--- src/rtc_cfg_pkg.sv ---
// constants and types shared by the rtc user ram and power configuration slice
package rtc_cfg_pkg;

    // -------------------------------------------------------------------
    // register map
    // -------------------------------------------------------------------
    localparam logic [7:0] user_ram_first     = 8'h16;
    localparam logic [7:0] user_ram_last      = 8'h55;
    localparam logic [7:0] power_config_addr  = 8'h56;
    localparam logic [7:0] charger_config_addr = 8'h57;
    localparam int         user_ram_depth     = 64;
    localparam int         user_ram_aw        = 6;

    // -------------------------------------------------------------------
    // field layout and reset values
    // -------------------------------------------------------------------
    localparam int         analog_mode_lsb    = 0;
    localparam int         override_bit       = 2;
    localparam int         backup_choice_bit  = 3;
    localparam logic [1:0] analog_mode_comparator = 2'h0;
    localparam logic [1:0] analog_mode_power      = 2'h1;
    localparam logic [3:0] power_config_reset   = 4'h0;
    localparam logic [3:0] charger_config_reset = 4'h0;

    // -------------------------------------------------------------------
    // charger path codes
    // -------------------------------------------------------------------
    localparam logic [3:0] charge_3k          = 4'h8;
    localparam logic [3:0] charge_6k          = 4'ha;
    localparam logic [3:0] charge_11k         = 4'hb;
    localparam logic [3:0] charge_3k_diode    = 4'hc;
    localparam logic [3:0] charge_6k_diode    = 4'he;
    localparam logic [3:0] charge_11k_diode   = 4'hf;
    localparam logic [1:0] res_3k             = 2'h1;
    localparam logic [1:0] res_6k             = 2'h2;
    localparam logic [1:0] res_11k            = 2'h3;

    // -------------------------------------------------------------------
    // serial bus
    // -------------------------------------------------------------------
    localparam logic [3:0] bits_per_byte      = 4'h8;

    typedef enum logic [3:0] {
        st_idle    = 4'b0000,
        st_addr    = 4'b0001,
        st_addr_ack = 4'b0010,
        st_ptr     = 4'b0011,
        st_ptr_ack = 4'b0100,
        st_wr      = 4'b0101,
        st_wr_ack  = 4'b0110,
        st_rd      = 4'b0111,
        st_rd_ack  = 4'b1000
    } bus_state_t;

    typedef struct packed {
        logic       connect;
        logic [1:0] resistance;
        logic       extra_diode;
    } charge_path_t;

    typedef struct packed {
        logic [1:0] analog_mode;
        logic       use_backup;
        logic       manual;
    } supply_ctrl_t;

endpackage

--- src/rtc_power_regs.sv ---
// two-wire serial slave with user ram, power and charger configuration
//
// Functional notes
// - sixty-four read/write user bytes live at 0x16 to 0x55 and power up undefined.
// - power register bits 1:0 pick comparator (0) or power management (1), reset 0.
// - with the override bit 2 clear (reset) the supply is chosen automatically.
// - with override set, bit 3 picks main (0) or backup (1) supply.
// - charger register bits 3:0 hold a read/write path selector reset to zero.
// - selector codes 0-7, 9 and d leave the charge path open, others pick a path.
`timescale 1ns/1ps
`default_nettype none

module rtc_power_regs #(
    parameter logic [6:0] dev_addr = 7'h2a  // arbitrary default
) (
    input  wire logic                       core_clk_i,
    input  wire logic                       rst_i,
    input  wire logic                       scl_i,
    input  wire logic                       sda_i,
    output logic                            sda_o,
    output logic                            sda_oe_o,
    input  wire logic                       auto_backup_i,
    output rtc_cfg_pkg::supply_ctrl_t       supply_o,
    output rtc_cfg_pkg::charge_path_t       charge_o
);

    // -------------------------------------------------------------------
    // state
    // -------------------------------------------------------------------
    typedef struct packed {
        logic                     scl_meta;
        logic                     scl_sync;
        logic                     scl_prev;
        logic                     sda_meta;
        logic                     sda_sync;
        logic                     sda_prev;
        logic                     auto_meta;
        logic                     auto_sync;
        rtc_cfg_pkg::bus_state_t  state;
        logic [3:0]               bit_cnt;
        logic [7:0]               shift;
        logic                     rw;
        logic                     nack;
        logic [7:0]               ptr;
        logic                     drive_low;
        logic [3:0]               power_cfg;
        logic [3:0]               charger_cfg;
        rtc_cfg_pkg::supply_ctrl_t supply;
        rtc_cfg_pkg::charge_path_t charge;
    } regs_t;

    regs_t state_reg;
    regs_t state_next;

    logic       scl_rise;
    logic       scl_fall;
    logic       start_seen;
    logic       stop_seen;
    logic       ram_hit;
    logic       ram_we;
    logic [5:0] ram_addr;
    logic [7:0] ram_rdata;
    logic [7:0] rd_byte;

    // -------------------------------------------------------------------
    // bus events, taken only from the second sync stage onward
    // -------------------------------------------------------------------
    assign scl_rise   = state_reg.scl_sync & ~state_reg.scl_prev;
    assign scl_fall   = ~state_reg.scl_sync & state_reg.scl_prev;
    assign start_seen = state_reg.scl_sync & state_reg.scl_prev
                        & state_reg.sda_prev & ~state_reg.sda_sync;
    assign stop_seen  = state_reg.scl_sync & state_reg.scl_prev
                        & ~state_reg.sda_prev & state_reg.sda_sync;

    assign ram_hit  = (state_reg.ptr >= rtc_cfg_pkg::user_ram_first)
                      && (state_reg.ptr <= rtc_cfg_pkg::user_ram_last);
    assign ram_addr = 6'(state_reg.ptr - rtc_cfg_pkg::user_ram_first);
    assign ram_we   = scl_fall && (state_reg.state == rtc_cfg_pkg::st_wr)
                      && (state_reg.bit_cnt == rtc_cfg_pkg::bits_per_byte)
                      && ram_hit;

    rtc_user_ram u_ram (
        .core_clk_i (core_clk_i),
        .wr_en_i    (ram_we),
        .addr_i     (ram_addr),
        .wr_data_i  (state_reg.shift),
        .rd_data_o  (ram_rdata)
    );

    // -------------------------------------------------------------------
    // read mux
    // -------------------------------------------------------------------
    always_comb begin
        if (ram_hit) begin
            rd_byte = ram_rdata;
        end else if (state_reg.ptr == rtc_cfg_pkg::power_config_addr) begin
            rd_byte = {4'h0, state_reg.power_cfg};
        end else if (state_reg.ptr == rtc_cfg_pkg::charger_config_addr) begin
            rd_byte = {4'h0, state_reg.charger_cfg};
        end else begin
            rd_byte = 8'h00;
        end
    end

    // -------------------------------------------------------------------
    // next state
    // -------------------------------------------------------------------
    always_comb begin
        state_next           = state_reg;
        state_next.scl_meta  = scl_i;
        state_next.scl_sync  = state_reg.scl_meta;
        state_next.scl_prev  = state_reg.scl_sync;
        state_next.sda_meta  = sda_i;
        state_next.sda_sync  = state_reg.sda_meta;
        state_next.sda_prev  = state_reg.sda_sync;
        state_next.auto_meta = auto_backup_i;
        state_next.auto_sync = state_reg.auto_meta;

        if (scl_rise && (state_reg.state != rtc_cfg_pkg::st_idle)) begin
            state_next.bit_cnt = state_reg.bit_cnt + 4'h1;
            if (state_reg.state == rtc_cfg_pkg::st_rd_ack) begin
                state_next.nack = state_reg.sda_sync;
            end else if (state_reg.state != rtc_cfg_pkg::st_rd) begin
                state_next.shift = {state_reg.shift[6:0], state_reg.sda_sync};
            end
        end

        if (scl_fall) begin
            case (state_reg.state)
                rtc_cfg_pkg::st_addr: begin
                    if (state_reg.bit_cnt == rtc_cfg_pkg::bits_per_byte) begin
                        if (state_reg.shift[7:1] == dev_addr) begin
                            state_next.state     = rtc_cfg_pkg::st_addr_ack;
                            state_next.rw        = state_reg.shift[0];
                            state_next.drive_low = 1'b1;
                        end else begin
                            state_next.state = rtc_cfg_pkg::st_idle;
                        end
                    end
                end
                rtc_cfg_pkg::st_addr_ack,
                rtc_cfg_pkg::st_rd_ack: begin
                    state_next.bit_cnt = 4'h0;
                    if (state_reg.state == rtc_cfg_pkg::st_rd_ack && state_reg.nack) begin
                        state_next.drive_low = 1'b0;
                        state_next.state     = rtc_cfg_pkg::st_idle;
                    end else if (state_reg.rw) begin
                        // byte is fetched here, pointer moves on for the next one
                        state_next.shift     = rd_byte;
                        state_next.drive_low = ~rd_byte[7];
                        state_next.ptr       = state_reg.ptr + 8'h01;
                        state_next.state     = rtc_cfg_pkg::st_rd;
                    end else begin
                        state_next.drive_low = 1'b0;
                        state_next.state     = rtc_cfg_pkg::st_ptr;
                    end
                end
                rtc_cfg_pkg::st_ptr: begin
                    if (state_reg.bit_cnt == rtc_cfg_pkg::bits_per_byte) begin
                        state_next.ptr       = state_reg.shift;
                        state_next.drive_low = 1'b1;
                        state_next.state     = rtc_cfg_pkg::st_ptr_ack;
                    end
                end
                rtc_cfg_pkg::st_ptr_ack,
                rtc_cfg_pkg::st_wr_ack: begin
                    state_next.bit_cnt   = 4'h0;
                    state_next.drive_low = 1'b0;
                    state_next.state     = rtc_cfg_pkg::st_wr;
                end
                rtc_cfg_pkg::st_wr: begin
                    if (state_reg.bit_cnt == rtc_cfg_pkg::bits_per_byte) begin
                        if (state_reg.ptr == rtc_cfg_pkg::power_config_addr) begin
                            state_next.power_cfg = state_reg.shift[3:0];
                        end
                        if (state_reg.ptr == rtc_cfg_pkg::charger_config_addr) begin
                            state_next.charger_cfg = state_reg.shift[3:0];
                        end
                        state_next.ptr       = state_reg.ptr + 8'h01;
                        state_next.drive_low = 1'b1;
                        state_next.state     = rtc_cfg_pkg::st_wr_ack;
                    end
                end
                rtc_cfg_pkg::st_rd: begin
                    if (state_reg.bit_cnt == rtc_cfg_pkg::bits_per_byte) begin
                        state_next.drive_low = 1'b0;
                        state_next.state     = rtc_cfg_pkg::st_rd_ack;
                    end else begin
                        state_next.shift     = {state_reg.shift[6:0], 1'b0};
                        state_next.drive_low = ~state_reg.shift[6];
                    end
                end
                default: begin
                    state_next.state = rtc_cfg_pkg::st_idle;
                end
            endcase
        end

        // start and stop override any byte in flight; pointer survives a restart
        if (start_seen) begin
            state_next.state     = rtc_cfg_pkg::st_addr;
            state_next.bit_cnt   = 4'h0;
            state_next.drive_low = 1'b0;
        end else if (stop_seen) begin
            state_next.state     = rtc_cfg_pkg::st_idle;
            state_next.drive_low = 1'b0;
        end

        // -------------------------------------------------------------------
        // supply and charger outputs
        // -------------------------------------------------------------------
        state_next.supply.analog_mode =
            state_reg.power_cfg[rtc_cfg_pkg::analog_mode_lsb +: 2];
        state_next.supply.manual = state_reg.power_cfg[rtc_cfg_pkg::override_bit];
        if (state_reg.power_cfg[rtc_cfg_pkg::override_bit]) begin
            state_next.supply.use_backup =
                state_reg.power_cfg[rtc_cfg_pkg::backup_choice_bit];
        end else begin
            state_next.supply.use_backup = state_reg.auto_sync;
        end

        state_next.charge = '0;
        case (state_reg.charger_cfg)
            rtc_cfg_pkg::charge_3k,
            rtc_cfg_pkg::charge_3k_diode:  state_next.charge.resistance = rtc_cfg_pkg::res_3k;
            rtc_cfg_pkg::charge_6k,
            rtc_cfg_pkg::charge_6k_diode:  state_next.charge.resistance = rtc_cfg_pkg::res_6k;
            rtc_cfg_pkg::charge_11k,
            rtc_cfg_pkg::charge_11k_diode: state_next.charge.resistance = rtc_cfg_pkg::res_11k;
            default:                       state_next.charge.resistance = 2'h0;
        endcase
        state_next.charge.connect     = (state_next.charge.resistance != 2'h0);
        state_next.charge.extra_diode = state_next.charge.connect
                                        & state_reg.charger_cfg[2];
    end

    // -------------------------------------------------------------------
    // registers
    // -------------------------------------------------------------------
    always_ff @(posedge core_clk_i or posedge rst_i) begin
        if (rst_i) begin
            state_reg             <= '0;
            state_reg.scl_meta    <= 1'b1;
            state_reg.scl_sync    <= 1'b1;
            state_reg.scl_prev    <= 1'b1;
            state_reg.sda_meta    <= 1'b1;
            state_reg.sda_sync    <= 1'b1;
            state_reg.sda_prev    <= 1'b1;
            state_reg.state       <= rtc_cfg_pkg::st_idle;
            state_reg.power_cfg   <= rtc_cfg_pkg::power_config_reset;
            state_reg.charger_cfg <= rtc_cfg_pkg::charger_config_reset;
        end else begin
            state_reg <= state_next;
        end
    end

    // open drain: only ever pulls low
    assign sda_o    = 1'b0;
    assign sda_oe_o = state_reg.drive_low;
    assign supply_o = state_reg.supply;
    assign charge_o = state_reg.charge;

endmodule

`default_nettype wire

--- src/rtc_user_ram.sv ---
// 64-byte general purpose user storage, no reset on contents
`timescale 1ns/1ps
`default_nettype none

module rtc_user_ram (
    input  wire logic                           core_clk_i,
    input  wire logic                           wr_en_i,
    input  wire logic [rtc_cfg_pkg::user_ram_aw-1:0] addr_i,
    input  wire logic [7:0]                     wr_data_i,
    output logic      [7:0]                     rd_data_o
);

    // -------------------------------------------------------------------
    // storage
    // -------------------------------------------------------------------
    // contents are random after power-on, so no reset term here
    logic [7:0] mem [rtc_cfg_pkg::user_ram_depth];

    always_ff @(posedge core_clk_i) begin
        if (wr_en_i) begin
            mem[addr_i] <= wr_data_i;
        end
    end

    assign rd_data_o = mem[addr_i];

endmodule

`default_nettype wire

--- config.mk ---
export PLATFORM = sky130hd
export DESIGN_NAME = rtc_power_regs
export DESIGN_NICKNAME = d
export VERILOG_FILES = /design/src/rtc_cfg_pkg.sv /design/src/rtc_power_regs.sv /design/src/rtc_user_ram.sv
export SDC_FILE = /design/constraint.sdc
export NUM_CORES = 1
export LEC_CHECK = 0
export ABC_AREA = 1
export BUFFER_PORTS_ARGS = -buffer_cell sky130_fd_sc_hd__buf_2
export CAP_MARGIN = 15
export CORE_ASPECT_RATIO = 1.5
export CORE_MARGIN = 8
export CORE_UTILIZATION = 30
export DETAILED_ROUTE_END_ITERATION = 10
export REMOVE_ABC_BUFFERS = 1
export SYNTH_ARGS = -nofsm -noshare
export SYNTH_HDL_FRONTEND = slang
export SYNTH_HIERARCHICAL = 1
export SYNTH_SLANG_ARGS = --single-unit
export TNS_END_PERCENT = 30
--- constraint.sdc ---
create_clock -name core_clk_i -period 7.8 [get_ports core_clk_i]
set_input_delay 0.78 -clock core_clk_i [delete_from_list [all_inputs] [get_ports core_clk_i]]
set_output_delay 0.78 -clock core_clk_i [all_outputs]
set_load 0.03 [all_outputs]
==> results.yml <==
status:
  status: "completed"
detailed_routing:
  via_per_inst: 4.61
  wl_per_cell_um: 18.5
  route.detailed.drc: 0
  postRouteAntennaNets: 0
  drt_iter0_drc: 1264
  routed_wl_mm: 68.6
  vias: 17100
  firstDrtPassIters: 7
sta:
  relSlewSlack: 0.248
  slew_viol_final: 0
  setup_viol: 0
  rsz0062_at_grt: "no"
  period_share: 0.621
  tightest_slew_ns: 1.12
  max_freq_mhz: 206
  period_minus_slack_ns: 4.84
  clock_skew_ns: 0.0232
  finalHoldViolCount: 0
  fin_ws_ns: 2.96
  setup_tns_ns: 0
final_layout:
  largest_reg_flops: 512
  finalInstanceArea_mm2: 0.0278
  diodes: 0
  syn_to_final_growth_pct: 10.9
  layout_common_cells: "nand2_1, edfxtp_1, nor2_1"
  drive_gt1_frac: 0.0761
  utilization: 0.334
  final_common_cell: "nand2_1"
  fin_nets: 2561
  fin_cells: 3712
floorplanning:
  die_h_um: 370
  design.portCount: 15
  start_util: 0.301
  die_area_mm2: 0.0932
  coreArea_mm2: 0.0833
  die_width_um: 252
  rows: 130
clock_network:
  htree_levels: 2
  insertion_delay_ns: 0.60
  postCtsSetupBuffers: 0
  holdBufCountCts: 0
  cts_tree: "built"
  cts_made_buffers: 51
  clock-root-buffer: "clkbuf_16"
  cts.sinks: 563
  clkTransAtPathRegs_ns: 0.07
  cts-resized-gates: 0
  max-clock-path-buffers: 3
placed_design:
  dp_hpwl_mm: 42.3
  gp_congestion: 0.859
  portBuffers: 13
  dp_cells: 3618
  pre_cts_slack_ns: 3.07
  place_area_mm2: 0.0260
power_and_ir_drop:
  ir_drop_mv: 0.271
  power_density_mw_per_mm2: 256
  p_leak_nw: 11.2
grt:
  first_global_vias: 17100
  antenna_found_initial: 0
  grt_overflow: 0
  grt_pass1_wl_mm: 103
  grtUsageTotal: 0.144
  grt_max_degree: 95
yosys:
  synth-seq-cells: 563
  syn_inst: 2578
  ys_types: 48
  netlist_area_mm2: 0.0251
  yosys_warnings: 6
  yosysSeqAreaShare: 0.665
  synth.avg_cell_area_um2: 9.72
critical_path:
  slowest_delay_ns: 1.05
  criticalPathCategory: "reg -> reg"
  cp.arrival_ns: 5.08
  slowest_stage: "nand3_1"
  crit_path_end_kind: "flop"
  rrSetupSlack_ns: 2.96
  startpoint_type: "flop"
  crit_top_cell: "nor2_1"
  cp_max_fo: 11
  cp_cell_sequence: "inv_1 > ha_1 > nand2_1 > nor2_1 > inv_2 > nor2_1 > inv_1 > nor3_1 > nand3_1 > nor2_1"
  crit_required_ns: 8.03
flow_run:
  maxCapViolations: 0
hold_path:
  min_path_type: "in -> reg"
==> worst max-delay path, delay by kind of cell (launching register included) <==
family                   cells  cell delay (ns)
flip-flops                   1             0.40
buffers and inverters        3             0.39
AND/OR/NAND/NOR              6             3.55
adder cells (fa/ha/maj)      1             0.15
==> synth_stat cells (all sizes together) <==
| cell type | number | share of area |
|---|---|---|
| dfstp | 6 | 0.0063 |
| o21a | 1 | 0.00030 |
| or2 | 8 | 0.0020 |
| conb | 1 | 0.00015 |
| xor2 | 4 | 0.0014 |
| mux2 | 1 | 0.00045 |
| a41oi | 1 | 0.00035 |
| clkinv | 1 | 0.00015 |
| o211ai | 9 | 0.0029 |
| nor3 | 11 | 0.0038 |
| clkbuf | 24 | 0.0036 |
| and2 | 1 | 0.00025 |
| a22oi | 4 | 0.0012 |
| xnor2 | 1 | 0.00035 |
| buf | 94 | 0.025 |
| dfrtp | 45 | 0.045 |
| nor2 | 127 | 0.021 |
| nand2 | 1509 | 0.23 |
| a31oi | 3 | 0.00075 |
| ha | 7 | 0.0035 |
| o21bai | 3 | 0.00090 |
| o21ai | 46 | 0.010 |
| edfxtp | 512 | 0.61 |
| inv | 78 | 0.012 |
| mux2i | 1 | 0.00040 |
| o22ai | 1 | 0.00025 |
| o32ai | 1 | 0.00035 |
| a21oi | 10 | 0.0027 |
| nand4 | 5 | 0.0012 |
| nand3 | 56 | 0.012 |
| nand3b | 5 | 0.0015 |
| nor4 | 2 | 0.00050 |
==> power by group <==
group / internal, mW / leakage [nW] / switching (mW)
Sequential: 3.70 / 5.29 / 0.0615
Clock: 1.55 / 0.869 / 1.11
Combinational: 0.0719 / 5.06 / 0.625
==> metrics by stage <==
| step | hold WS, ns | power (mW) |
|---|---|---|
| 2_1_floorplan | 0.331 | 4.08 |
| 3_3_place_gp | 0.344 | 4.53 |
| 3_5_place_dp | 0.337 | 4.54 |
| 4_1_cts | 0.249 | 7.18 |
| 5_1_grt | 0.254 | 7.34 |
| 6_report | 0.290 | 7.11 |
==> cell type report <==
cell class              count  area [um2]
fillers                  8647       55500
flip-flops and latches    563       16700
multi-input cells        1818        7390
inverters                  79         307
clock buffers              62        1370
well taps                1122        1400
clock inverters            32         408
repair buffers             36         238
==> final timing paths <==
path,from,to,cells after the start
min in group asynchronous,rst_i,charge_o[1]$_DFF_PP0_,3
max reg2reg,state_reg[35]$_DFF_PP0_,u_ram/mem[28][6]$_DFFE_PP_,10
max,state_reg[35]$_DFF_PP0_,u_ram/mem[28][6]$_DFFE_PP_,10
min,sda_i,state_next[46]$_DFF_PP1_,1
min reg2reg,state_next[43]$_DFF_PP0_,state_reg[43]$_DFF_PP0_,0
max in group asynchronous,rst_i,state_reg[17]$_DFFE_PP0P_,3
==> cells by family (layout without fill, tap and decap cells) <==
logic type | count (synthesis) | in the layout | synth area share
muxes | 2 | 2 | 0.000849
DFF | 563 | 563 | 0.665
and+or+nand+nor | 1724 | 1724 | 0.269
xor gates and xnor gates | 5 | 5 | 0.00175
buffers and inverters | 197 | 209 | 0.0401
adders and majority gates | 7 | 7 | 0.00350
AOI/OAI and AO/OA | 79 | 79 | 0.0198
other | 1 | 1 | 0.000150
==> per-layer routing <==
| layer | up-vias | routed length (um) | global-route usage |
|---|---|---|---|
| li1 | 8263 | - | - |
| met1 | 8147 | 24900 | 0.152 |
| met2 | 538 | 36500 | 0.271 |
| met3 | 177 | 3190 | 0.0177 |
| met4 | 0 | 4080 | 0.0845 |
| met5 | - | 0 | 0 |
Power figures use the tool's default switching activity.
